[src/hdl/cgrb_consts.vh]
// constants for the calibration and pin register bank
// assumes inclusion by the bank top and the bench top
`ifndef CGRB_CONSTS_VH
`define CGRB_CONSTS_VH

// register addresses
`define CGRB_ADDR_OFFSET_LOW   5'h0B
`define CGRB_ADDR_OFFSET_HIGH  5'h0C
`define CGRB_ADDR_RESERVED_0D  5'h0D
`define CGRB_ADDR_GAIN_LOW     5'h0E
`define CGRB_ADDR_GAIN_HIGH    5'h0F
`define CGRB_ADDR_PIN_DIR_LVL  5'h10
`define CGRB_ADDR_PIN_FUNC     5'h11

// reset values
`define CGRB_RST_OFFSET_LOW    8'h00
`define CGRB_RST_OFFSET_HIGH   8'h00
`define CGRB_RST_RESERVED_0D   8'h00
`define CGRB_RST_GAIN_LOW      8'h00
`define CGRB_RST_GAIN_HIGH     8'h40
`define CGRB_RST_PIN_DIR       4'h0
`define CGRB_RST_PIN_LEVEL     4'h0
`define CGRB_RST_PIN_FUNC      4'h0

// field positions in the pin registers
`define CGRB_DIR_MSB           7
`define CGRB_DIR_LSB           4
`define CGRB_LVL_MSB           3
`define CGRB_LVL_LSB           0
`define CGRB_FUNC_MSB          3
`define CGRB_FUNC_LSB          0
`define CGRB_FUNC_UPPER_READ   4'h0

// command byte: opcode in [7:5], address in [4:0]
`define CGRB_OP_READ           3'h1
`define CGRB_OP_WRITE          3'h2

// serial frame: command byte then one data byte
`define CGRB_CMD_LAST_BIT      5'h07
`define CGRB_DATA_LAST_BIT     5'h0F
`define CGRB_FRAME_DONE        5'h10
`define CGRB_UNMAPPED_READ     8'h00

`endif

[src/hdl/cgrb_sync.v]
// two flip-flop synchroniser for a bundle of asynchronous levels
// assumes dst clock and an already synchronised active-low reset
`timescale 1ns/100ps

module cgrb_sync #(
  parameter WIDTH = 1,
  parameter [WIDTH-1:0] INIT = {WIDTH{1'b0}}
) (
  input  wire             clk_sys,
  input  wire             rst_sync_b,
  input  wire [WIDTH-1:0] async_in,
  output reg  [WIDTH-1:0] sync_out
);

  // first stage feeds only the second stage
  reg [WIDTH-1:0] meta_reg;

  always @(posedge clk_sys or negedge rst_sync_b) begin
    if (!rst_sync_b) begin
      meta_reg <= INIT;
      sync_out <= INIT;
    end else begin
      meta_reg <= async_in;
      sync_out <= meta_reg;
    end
  end

endmodule // cgrb_sync

[src/hdl/cgrb_top.v]
// calibration words and four-pin register bank behind a serial slave port
// assumes an external serial master; pins are resolved by the surroundings
// Function
// [RULE1] the upper offset correction byte is read/write and resets to zero.
// [RULE2] the lower offset correction byte is a separate read/write byte resetting to zero.
// [RULE3] the gain correction word is two read/write bytes resetting to 0x00 low and 0x40 high.
// [RULE4] the upper nibble of the pin data register sets direction per pin, zero output by default.
// [RULE5] the lower nibble holds pin levels that drive outputs and report inputs, resetting to zero.
// [RULE6] the low nibble of the pin configuration register picks analog or digital, upper nibble reads zero.
// [RULE7] the reserved byte at 0x0D reads zero and the master writes only zero to reserved bits.
// [RULE8] the serial link uses mode 1: clock idles low, launch on rising edges, sample on falling edges.
// [RULE9] on the six-input variant pins stay disabled until software sets their function bit.
// [RULE10] a pin set as analog input ignores its direction and level bits and keeps its driver off.
`timescale 1ns/100ps

`include "cgrb_consts.vh"

module cgrb_top #(
  parameter PINS      = 4,
  parameter SIX_INPUT = 0
) (
  input  wire            clk_sys,
  input  wire            rst_b,
  input  wire            spi_cs_b,
  input  wire            spi_sclk,
  input  wire            spi_din,
  output reg             spi_dout,
  output reg             spi_dout_oe,
  input  wire [PINS-1:0] pin_in,
  output reg  [PINS-1:0] pin_out,
  output reg  [PINS-1:0] pin_oe,
  output reg  [15:0]     offset_corr_word,
  output reg  [15:0]     gain_corr_word
);

  // reset release
  reg rst_meta_reg;
  reg rst_sync_b;

  always @(posedge clk_sys or negedge rst_b) begin
    if (!rst_b) begin
      rst_meta_reg <= 1'b0;
      rst_sync_b   <= 1'b0;
    end else begin
      rst_meta_reg <= 1'b1;
      rst_sync_b   <= rst_meta_reg;
    end
  end

  // pin synchronisers
  wire            cs_b_sync;
  wire            sclk_sync;
  wire            din_sync;
  wire [PINS-1:0] pin_sync;

  cgrb_sync #(
    .WIDTH (3),
    .INIT  (3'h4)
  ) u_spi_sync (
    .clk_sys    (clk_sys),
    .rst_sync_b (rst_sync_b),
    .async_in   ({spi_cs_b, spi_sclk, spi_din}),
    .sync_out   ({cs_b_sync, sclk_sync, din_sync})
  );

  cgrb_sync #(
    .WIDTH (PINS),
    .INIT  ({PINS{1'b0}})
  ) u_pin_sync (
    .clk_sys    (clk_sys),
    .rst_sync_b (rst_sync_b),
    .async_in   (pin_in),
    .sync_out   (pin_sync)
  );

  // registers
  reg [7:0]      offset_low_reg;
  reg [7:0]      offset_high_reg;
  reg [7:0]      gain_low_reg;
  reg [7:0]      gain_high_reg;
  reg [PINS-1:0] pin_dir_reg;
  reg [PINS-1:0] pin_level_reg;
  reg [PINS-1:0] pin_func_reg;

  // serial engine state
  reg       sclk_prev_reg;
  reg [4:0] bit_cnt_reg;
  reg [7:0] shift_reg;
  reg [2:0] op_reg;
  reg [4:0] addr_reg;
  reg [7:0] tx_reg;

  wire sclk_fall = sclk_prev_reg & ~sclk_sync;
  wire sclk_rise = ~sclk_prev_reg & sclk_sync;
  wire [7:0] rx_byte = {shift_reg[6:0], din_sync};

  // pin view seen by software
  wire [PINS-1:0] pin_enabled = pin_func_reg;
  wire [PINS-1:0] pin_is_input = pin_enabled & pin_dir_reg;
  wire [PINS-1:0] level_view;
  wire [PINS-1:0] dir_view;

  // inputs report the live level; six-input variant hides disabled pins
  assign level_view = (pin_is_input & pin_sync) | (~pin_is_input & pin_level_reg &
                      (SIX_INPUT ? pin_enabled : {PINS{1'b1}}));                     // [RULE5] [RULE9]
  assign dir_view   = pin_dir_reg;

  function [7:0] read_mux;
    input [4:0]      addr;
    input [7:0]      ofs_lo;
    input [7:0]      ofs_hi;
    input [7:0]      gn_lo;
    input [7:0]      gn_hi;
    input [PINS-1:0] dir_v;
    input [PINS-1:0] lvl_v;
    input [PINS-1:0] func_v;
    begin
      if (addr == `CGRB_ADDR_OFFSET_LOW) begin
        read_mux = ofs_lo;
      end else if (addr == `CGRB_ADDR_OFFSET_HIGH) begin
        read_mux = ofs_hi;
      end else if (addr == `CGRB_ADDR_RESERVED_0D) begin
        read_mux = `CGRB_RST_RESERVED_0D;                                           // [RULE7]
      end else if (addr == `CGRB_ADDR_GAIN_LOW) begin
        read_mux = gn_lo;
      end else if (addr == `CGRB_ADDR_GAIN_HIGH) begin
        read_mux = gn_hi;
      end else if (addr == `CGRB_ADDR_PIN_DIR_LVL) begin
        read_mux = {dir_v, lvl_v};                                                  // [RULE4] [RULE5]
      end else if (addr == `CGRB_ADDR_PIN_FUNC) begin
        read_mux = {`CGRB_FUNC_UPPER_READ, func_v};                                 // [RULE6]
      end else begin
        read_mux = `CGRB_UNMAPPED_READ;
      end
    end
  endfunction

  wire write_now = ~cs_b_sync & sclk_fall & (bit_cnt_reg == `CGRB_DATA_LAST_BIT) &
                   (op_reg == `CGRB_OP_WRITE);

  // frame qualifiers; sclk must stay below an eighth of clk_sys
  wire frame_on   = ~cs_b_sync;
  wire bit_take   = frame_on & sclk_fall & (bit_cnt_reg != `CGRB_FRAME_DONE);
  wire cmd_take   = bit_take & (bit_cnt_reg == `CGRB_CMD_LAST_BIT);
  wire read_phase = (bit_cnt_reg[4:3] == 2'b01) & (op_reg == `CGRB_OP_READ);

  always @(posedge clk_sys or negedge rst_sync_b) begin
    if (!rst_sync_b) begin
      sclk_prev_reg <= 1'b0;
      spi_dout_oe   <= 1'b0;
    end else begin
      sclk_prev_reg <= sclk_sync;
      spi_dout_oe   <= frame_on;
    end
  end

  // bits beyond the sixteenth are ignored
  always @(posedge clk_sys or negedge rst_sync_b) begin
    if (!rst_sync_b) begin
      bit_cnt_reg <= 5'h00;
    end else if (!frame_on) begin
      bit_cnt_reg <= 5'h00;
    end else if (bit_take) begin                                                  // [RULE8]
      bit_cnt_reg <= bit_cnt_reg + 5'h01;
    end
  end

  always @(posedge clk_sys or negedge rst_sync_b) begin
    if (!rst_sync_b) begin
      shift_reg <= 8'h00;
    end else if (bit_take) begin                                                  // [RULE8]
      shift_reg <= rx_byte;
    end
  end

  // read answer frozen at the command byte so it cannot tear mid-shift
  always @(posedge clk_sys or negedge rst_sync_b) begin
    if (!rst_sync_b) begin
      op_reg   <= 3'h0;
      addr_reg <= 5'h00;
      tx_reg   <= 8'h00;
    end else if (!frame_on) begin
      op_reg   <= 3'h0;
    end else if (cmd_take) begin
      op_reg   <= rx_byte[7:5];
      addr_reg <= rx_byte[4:0];
      tx_reg   <= read_mux(rx_byte[4:0], offset_low_reg, offset_high_reg,
                           gain_low_reg, gain_high_reg, dir_view, level_view, pin_func_reg);
    end
  end

  // data leaves on rising edges during the data byte of a read
  always @(posedge clk_sys or negedge rst_sync_b) begin
    if (!rst_sync_b) begin
      spi_dout <= 1'b0;
    end else if (!frame_on) begin
      spi_dout <= 1'b0;
    end else if (sclk_rise) begin                                                 // [RULE8]
      if (read_phase) begin
        spi_dout <= tx_reg[~bit_cnt_reg[2:0]];
      end else begin
        spi_dout <= 1'b0;
      end
    end
  end

  // address compare shared by every write strobe
  function addr_hit;
    input [4:0] addr;
    input [4:0] target;
    begin
      addr_hit = (addr == target);
    end
  endfunction

  // one strobe per stored byte; reserved 0x0D and unmapped addresses get none
  wire wr_offset_low  = write_now & addr_hit(addr_reg, `CGRB_ADDR_OFFSET_LOW);
  wire wr_offset_high = write_now & addr_hit(addr_reg, `CGRB_ADDR_OFFSET_HIGH);
  wire wr_gain_low    = write_now & addr_hit(addr_reg, `CGRB_ADDR_GAIN_LOW);
  wire wr_gain_high   = write_now & addr_hit(addr_reg, `CGRB_ADDR_GAIN_HIGH);
  wire wr_pin_dir_lvl = write_now & addr_hit(addr_reg, `CGRB_ADDR_PIN_DIR_LVL);
  wire wr_pin_func    = write_now & addr_hit(addr_reg, `CGRB_ADDR_PIN_FUNC);

  // stored bytes; upper function nibble has no storage
  always @(posedge clk_sys or negedge rst_sync_b) begin
    if (!rst_sync_b) begin
      offset_low_reg <= `CGRB_RST_OFFSET_LOW;                                       // [RULE2]
    end else if (wr_offset_low) begin
      offset_low_reg <= rx_byte;                                                    // [RULE2]
    end
  end

  always @(posedge clk_sys or negedge rst_sync_b) begin
    if (!rst_sync_b) begin
      offset_high_reg <= `CGRB_RST_OFFSET_HIGH;                                     // [RULE1]
    end else if (wr_offset_high) begin
      offset_high_reg <= rx_byte;                                                   // [RULE1]
    end
  end

  always @(posedge clk_sys or negedge rst_sync_b) begin
    if (!rst_sync_b) begin
      gain_low_reg <= `CGRB_RST_GAIN_LOW;                                           // [RULE3]
    end else if (wr_gain_low) begin
      gain_low_reg <= rx_byte;                                                      // [RULE3]
    end
  end

  always @(posedge clk_sys or negedge rst_sync_b) begin
    if (!rst_sync_b) begin
      gain_high_reg <= `CGRB_RST_GAIN_HIGH;                                         // [RULE3]
    end else if (wr_gain_high) begin
      gain_high_reg <= rx_byte;                                                     // [RULE3]
    end
  end

  always @(posedge clk_sys or negedge rst_sync_b) begin
    if (!rst_sync_b) begin
      pin_dir_reg <= `CGRB_RST_PIN_DIR;                                             // [RULE4]
    end else if (wr_pin_dir_lvl) begin
      pin_dir_reg <= rx_byte[`CGRB_DIR_MSB:`CGRB_DIR_LSB];                          // [RULE4]
    end
  end

  always @(posedge clk_sys or negedge rst_sync_b) begin
    if (!rst_sync_b) begin
      pin_level_reg <= `CGRB_RST_PIN_LEVEL;                                         // [RULE5]
    end else if (wr_pin_dir_lvl) begin
      pin_level_reg <= rx_byte[`CGRB_LVL_MSB:`CGRB_LVL_LSB];                        // [RULE5]
    end
  end

  always @(posedge clk_sys or negedge rst_sync_b) begin
    if (!rst_sync_b) begin
      pin_func_reg <= `CGRB_RST_PIN_FUNC;                                           // [RULE6] [RULE9]
    end else if (wr_pin_func) begin
      pin_func_reg <= rx_byte[`CGRB_FUNC_MSB:`CGRB_FUNC_LSB];                       // [RULE6] [RULE7]
    end
  end

  // outputs from flops, one cycle behind the stored bytes
  always @(posedge clk_sys or negedge rst_sync_b) begin
    if (!rst_sync_b) begin
      offset_corr_word <= {`CGRB_RST_OFFSET_HIGH, `CGRB_RST_OFFSET_LOW};
    end else begin
      offset_corr_word <= {offset_high_reg, offset_low_reg};                        // [RULE1] [RULE2]
    end
  end

  always @(posedge clk_sys or negedge rst_sync_b) begin
    if (!rst_sync_b) begin
      gain_corr_word <= {`CGRB_RST_GAIN_HIGH, `CGRB_RST_GAIN_LOW};
    end else begin
      gain_corr_word <= {gain_high_reg, gain_low_reg};                              // [RULE3]
    end
  end

  // analog pins never drive, whatever direction says
  always @(posedge clk_sys or negedge rst_sync_b) begin
    if (!rst_sync_b) begin
      pin_oe <= {PINS{1'b0}};
    end else begin
      pin_oe <= pin_enabled & ~pin_dir_reg;                                         // [RULE10] [RULE9] [RULE4]
    end
  end

  always @(posedge clk_sys or negedge rst_sync_b) begin
    if (!rst_sync_b) begin
      pin_out <= {PINS{1'b0}};
    end else begin
      pin_out <= pin_enabled & ~pin_dir_reg & pin_level_reg;                        // [RULE10] [RULE5]
    end
  end

endmodule // cgrb_top

[config.mk]
export PLATFORM = sky130hd
export DESIGN_NAME = cgrb_top
export DESIGN_NICKNAME = d
export VERILOG_FILES = /design/src/hdl/cgrb_sync.v /design/src/hdl/cgrb_top.v
export VERILOG_INCLUDE_DIRS = /design/src /design/src/hdl
export SDC_FILE = /design/constraint.sdc
export NUM_CORES = 1
export LEC_CHECK = 0
export BUFFER_PORTS_ARGS = -buffer_cell sky130_fd_sc_hd__buf_2
export CORE_MARGIN = 4
export CORE_UTILIZATION = 45
export DETAILED_ROUTE_END_ITERATION = 6
export PLACE_DENSITY = 0.74
export SETUP_SLACK_MARGIN = 0.2
export SYNTH_ARGS = -nofsm -noshare
export SYNTH_HDL_FRONTEND = slang
export SYNTH_HIERARCHICAL = 1
export SYNTH_SLANG_ARGS = --single-unit
[constraint.sdc]
create_clock -name clk_sys -period 4.7 [get_ports clk_sys]
set_input_delay 0.94 -clock clk_sys [delete_from_list [all_inputs] [get_ports clk_sys]]
set_output_delay 0.94 -clock clk_sys [all_outputs]
set_load 0.005 [all_outputs]
==> reports/results.ini, run 1 <==
[clock_tree]
postCtsHoldBufs = 0
cts_made_buffers = 17
cts.sinks = 131
cts_root_buffer = clkbuf_16
clk_pin_slew_ns = 0.05
cts_max_path_buffers = 2
cts_tree = done
h-tree-depth = 4
cts_resized = 0
postCtsSetupBuffers = 0
clock_latency_ns = 0.42

[floorplanning]
die-area_um2 = 13000
core_area_um2 = 10900
row_count = 38
start_util_pct = 46.4
num_io_pins = 51
die_h_um = 114
chipWidth_um = 114

[place]
dp.cells = 542
place.gp.congestion = 0.829
placed_area_um2 = 5440
hpwlAfterDp_mm = 6.74
io_buffers = 50
dp_slack_ns = 2.10

[synthesis]
synth_async_sr_flop_share_pct = 100
synth.largest_area_cell = dfrtp_1
synthDistinctLibCells = 54
yosys.area_share.simple_pct = 9.73
ys_ff_latch = 131
syn_avg_cell_area_um2 = 13.7
synth_cells = 370
ys_warn_count = 6
synth_mux_area_share_pct = 13.4
yosysMostFrequentCell = dfrtp_1
synth_area_leaders = dfrtp_1 63%, mux2_2 9.5%, mux2_4 2.4%
synth_top_family_by_area = multiplexers
yosys.area.top_type_share_pct = 62.6
yosys_most_used_dff = dfrtp_1
synthAdderAreaFrac_pct = 0.739
ys_seq_area_share_pct = 64.7
synth-xor-area-share_pct = 0.172
synth-compound-area-share_pct = 8.99
synth-edff-count = 0
synth_area_um2 = 5080
synth_nets = 382
ys_top_cells_by_count = 127 x dfrtp_1, 43 x mux2_2, 30 x nand2_1

[sta]
slew_headroom_pct = 31.8
rsz0062_at_grt = no
worstMarginPinSlew_ns = 1.02
setup_viol = 0
clock.fmax_mhz = 382
clock_skew_ns = 0.00726
min_period_over_period_pct = 55.8
drv_slew = 0
setup_slack_ns = 2.08
setup_tns_ns = 0
period_needed_ns = 2.62
hold_viol = 0

[worst_setup_path]
crit_path_max_incr_delay_ns = 0.60
cp_common_cell = ha_1
r2r_end = offset_low_reg[4]
cp.depth = 7
endpoint = offset_low_reg[4]
r2r-start = bit_cnt_reg[0]
worstPathArrival_ns = 2.92
critPathRequiredTime_ns = 5.00
critical_path_peak_fanout = 8
slowest_stage = nor3_2
cp-end-kind = flop
ff2ff_path_depth = 7
cp_num_buf_inv = 0
critPathLaunchType = flop
path_cells = ha_1 > and3_1 > ha_1 > and4bb_2 > nand4b_2 > nor3_2 > mux2_2
path_class = reg -> reg
path_delay_family = simple AND/OR/NAND/NOR gates
startpoint = bit_cnt_reg[0]
r2r_slack_ns = 2.08

[final_layout]
layout-drive-gt1-share_pct = 34.5
design_area_um2 = 6020
syn2layout_area_growth_pct = 18.6
n_antenna_cell = 0
nets = 433
final_cells = 572
reg_top3 = gain_corr_word (16), offset_corr_word (16)

[grt]
grt_pass1_vias = 3455
use_met3_pct = 4.97
grt_start_max_net_pins = 86
overflow = 0
use_met1_pct = 22.4
antenna_found_initial = 0
grt_usage_pct = 17.8
grt_util_met2_pct = 28.1
gr-max-usage-layer = met2
grt_pass1_wl_mm = 17.8

[routing]
viasPerCell = 5.60
drt_first_pass_iters = 5
vias = 3205
drc = 0
wl_per_cell_um = 18.7
drt_iter0_markers = 228
drtAntennaViolNets = 0
routed_wl_mm = 10.7

[hold_path]
hp-class = in -> async

[pwr]
vdd_drop_max_mv = 0.199
total_power_mw = 2.72
net-switching-power_mw = 0.667
p_comb_share_pct = 5.2
sw_frac_of_total_pct = 24.5
intPower_mw = 2.06
leakage_nw = 2.99
p_seq_share_pct = 47.0
pwr-share-clk_pct = 47.9
p_per_area_nw_per_um2 = 453

[status]
status = complete, no violations

[run]
cap_viol_max_count = 0

-- cells in the final DEF (no fill, tap or decap), drive strengths merged, types with 4 or more instances in the layout --
cell	count
a21oi	6
a22o	4
and2	6
buf	52
clkbuf	20
clkinv	4
clkinvlp	4
dfrtp	127
dfstp	4
inv	7
mux2	51
nand2	30
nand3	10
nand4	4
nor2	5
nor2b	8
o21ai	21
o22ai	6
-- kinds of logic after synthesis --
kind of cell | Yosys count
AOI/OAI and AO/OA | 66
and+or+nand+nor | 84
DFF | 131
adders and majority gates | 3
muxes | 56
buffers and inverters | 28
other | 1
xor gates and xnor gates | 1
-- how the worst min path moves through the flow --
stage	slack, ns	cells after the start	endpoint
2_1_floorplan	0.33	0	rst_sync_b
3_3_place_gp	0.33	0	u_spi_sync/sync_out[1]
3_5_place_dp	0.34	0	u_pin_sync/sync_out[0]
4_1_cts	0.29	1	rst_sync_b
5_1_grt	0.29	1	rst_sync_b
6_report	0.30	1	rst_sync_b
-- per-layer routing --
| metal | vias up | share of wire, % |
|---|---|---|
| li1 | 1426 | - |
| met1 | 1634 | 41 |
| met2 | 114 | 48 |
| met3 | 31 | 6.7 |
| met4 | 0 | 4.1 |
| met5 | - | 0 |
-- power groups by stage --
stage	logic, mW	clock network [mW]	registers, mW
floorplan	0.131	0	1.23
detailed placement	0.141	0	1.30
global route	0.156	1.38	1.29
CTS	0.141	1.32	1.28
finish	0.141	1.30	1.28
global placement	0.135	0	1.29
-- per-stage QoR --
| step | hold slack [ns] | utilization (%) |
|---|---|---|
| after global placement | 0.333 | 49.7 |
| after CTS | 0.288 | 55.0 |
| final | 0.297 | 55.0 |
| after global routing | 0.288 | 55.0 |
| after floorplan | 0.331 | - |
| after detailed placement | 0.336 | 49.7 |
-- area by class of cell --
class	count	area, µm²
Sequential cell	131	3290
Timing Repair Buffer	52	265
Inverter	8	30.0
Multi-Input combinational cell	211	1680
Clock buffer	20	447
Clock inverter	10	135
Tap cell	140	175
Fill cell	896	4920
No activity file was read; power rests on OpenSTA's default activity.
==> run 2, diff against run 1 <==
ABC_AREA = 1   (was default)
PLACE_DENSITY = 0.73   (was 0.74)
clock period = 2.7 ns   (was 4.7 ns; I/O delays follow)
==> run 2 against run 1 <==
Clock power increased by 75%. Combinational power increased by 66%. Flip-flop and latch count unchanged. Non-clock buffer count increased by 3. Utilization decreased by 0.49 points. First-iteration DRC count increased by 31%. Clock skew decreased by 0.0016 ns. Synthesized area increased by 3.7%. Critical path depth increased by 2. Largest cell class unchanged. Largest power group unchanged.
==> reports/results.ini, run 2 <==
[sta]
clock_skew_ns = 0.00562  ; -0.00164 ns
hold_slack_ns = 0.221  ; -0.0757 ns
rsz0062_at_grt = no
hold_viol = 0  ; unchanged
clock.fmax_mhz = 504  ; +32%
drv_slew = 0  ; unchanged
period_needed_ns = 1.99  ; -0.635 ns
min_period_over_period_pct = 73.5  ; +18 points
setup_tns_ns = 0  ; unchanged
worstMarginPinSlew_ns = 0.556  ; -0.467 ns
setup_slack_ns = 0.714  ; -1.37 ns
setup_viol = 0  ; unchanged
slew_headroom_pct = 62.9  ; +31 points

[status]
status = complete, no violations

[run]
cap_viol_max_count = 0  ; unchanged

[clock_tree]
clk_pin_slew_ns = 0.06  ; about the same
h-tree-depth = 4  ; unchanged
clock_latency_ns = 0.41  ; about the same
cts_tree = done
cts.sinks = 131  ; unchanged
cts_root_buffer = clkbuf_16
cts_max_path_buffers = 2  ; unchanged
cts_resized = 0  ; unchanged
cts_made_buffers = 17  ; unchanged

[place]
dp_slack_ns = 0.728  ; -1.37 ns
placed_area_um2 = 5630  ; +3.5%
io_buffers = 50  ; unchanged
place.gp.congestion = 0.836  ; +0.78%
hpwlAfterDp_mm = 7.21  ; +7.0%

[synthesis]
ys_top_cells_by_count = 140 x nand2_1, 127 x dfrtp_1, 41 x inv_1
syn_avg_cell_area_um2 = 10.3  ; -25%
synth_nets = 522  ; +37%
synth_async_sr_flop_share_pct = 100  ; unchanged
ys_ff_latch = 131  ; unchanged
yosys.area.top_type_share_pct = 60.4  ; -2.2 points
synth_cells = 510  ; +38%
ys_warn_count = 6  ; unchanged
synth_area_um2 = 5270  ; +3.7%
synth-edff-count = 0  ; unchanged
synth_area_leaders = dfrtp_1 60%, nand2_1 10%, o21ai_2 5.3%
ys_seq_area_share_pct = 62.4  ; -2.3 points
yosysMostFrequentCell = nand2_1
yosys_most_used_dff = dfrtp_1
synthDistinctLibCells = 32  ; -41%
synth.largest_area_cell = dfrtp_1

[worst_setup_path]
critPathRequiredTime_ns = 2.99  ; -2.01 ns
critical_path_peak_fanout = 16  ; +8
path_class = reg -> reg
worstPathArrival_ns = 2.28  ; -0.64 ns
ff2ff_path_depth = 9  ; +2
startpoint = bit_cnt_reg[0]
r2r-start = bit_cnt_reg[0]
cp-end-kind = flop
r2r_slack_ns = 0.71  ; -1.37 ns
r2r_end = gain_high_reg[7]
critPathLaunchType = flop

[final_layout]
nets = 581  ; +34%
n_antenna_cell = 0  ; unchanged
most-common-layout-cells = 140 x nand2_1, 126 x dfrtp_1, 50 x buf_2
design_area_um2 = 6230  ; +3.5%
layout_commonest_cell = nand2_1
layout-drive-gt1-share_pct = 26.5  ; -8.0 points
reg_top3 = gain_corr_word (16), offset_corr_word (16)
nFillCells = 978  ; +9.2%
syn2layout_area_growth_pct = 18.3

[pwr]
vdd_drop_max_mv = 0.653  ; +230%
p_per_area_nw_per_um2 = 732  ; +62%
leakage_nw = 3.14  ; +4.9%

[routing]
routed_wl_mm = 10.9  ; +2.4%
drt_iter0_markers = 299  ; +31%
drc = 0  ; unchanged
wl_per_cell_um = 15.1  ; -19%
viasPerCell = 5.13  ; -8.4%
drt_first_pass_iters = 5  ; unchanged
vias = 3720  ; +16%
drtAntennaViolNets = 0  ; unchanged

[floorplanning]
start_util_pct = 46.1  ; -0.32 points
chipWidth_um = 116  ; +1.7%
die_h_um = 116  ; +1.7%
core_area_um2 = 11400  ; +4.4%
num_io_pins = 51  ; unchanged
row_count = 39  ; +2.6%
die-area_um2 = 13500  ; +3.4%

[grt]
antenna_found_initial = 0  ; unchanged
grt_usage_pct = 17.8  ; about the same
grt_start_max_net_pins = 58  ; -33%
grt_pass1_wl_mm = 18.0  ; +1.2%
grt_pass1_vias = 3579  ; +3.6%
overflow = 0  ; unchanged

[hold_path]
hp-start = spi_cs_b
hold_depth = 1
hp-class = in -> reg
holdPathEnd = u_spi_sync/meta_reg[2]

==> run 2: worst max-delay path, cell delays in order, from the launching register on <==
cell     delay [ns]
dfrtp_1        0.45
ha_1           0.21
inv_1          0.06
nor3_1         0.14
ha_1           0.18
nand2_2        0.09
nor2_8         0.20
nand2_2        0.28
nand2_1        0.17
o21ai_2        0.06
==> run 2: what timing repair did <==
item | 4_1_cts | 5_1_grt
buffers inserted | 0 | 0
hold buffers | 1 | 0
endpoints found under the hold margin | 2 | 0
==> run 2: report_power, final <==
| part | internal [mW] | total, mW | switching [mW] |
|---|---|---|---|
| logic | 0.0405 | 0.234 | 0.193 |
| clock network | 1.45 | 2.27 | 0.816 |
| registers | 2.00 | 2.06 | 0.0558 |
| total | 3.50 | 4.56 | 1.07 |
==> run 2: layer usage <==
metal,vias up,global-route usage (%),wire [µm]
li1,1778,-,-
met1,1796,22.6,4770
met2,121,27.9,5240
met3,25,5.39,633
met4,0,8.51,307
met5,-,0,0
==> run 2: metrics by stage <==
step,util [%],std cells,power [mW]
after floorplan,-,510,2.24
after global placement,49.3,692,2.32
after detailed placement,49.3,692,2.33
after CTS,54.6,725,4.60
after global routing,54.6,725,4.73
final,54.6,725,4.56
==> run 2: kinds of logic after synthesis <==
group / share of synthesized area [%]
AO/OA/AOI/OAI: 9.51
buffers and inverters: 5.42
AND/OR/NAND/NOR: 21.9
flip-flops: 62.4
adder cells (fa/ha/maj): 0.713
other: 0.0712
==> run 2: worst max-delay path by stage <==
stage | end | slack (ns) | cells past startpoint
after detailed placement | gain_high_reg[0] | 0.73 | 9
after global placement | gain_high_reg[4] | 0.80 | 9
after floorplan | addr_reg[0] | 0.52 | 0
after global routing | gain_high_reg[4] | 0.55 | 9
after CTS | gain_high_reg[4] | 0.72 | 9
final | gain_high_reg[7] | 0.71 | 9
==> run 2: cell type report <==
class,count,area (µm²),area share [%]
flip-flops and latches,131,3290,52.8
multi-input cells,318,1700,27.2
clock buffers,23,488,7.83
repair buffers,55,303,4.86
well taps,143,179,2.87
inverters,46,173,2.77
clock inverters,9,104,1.67
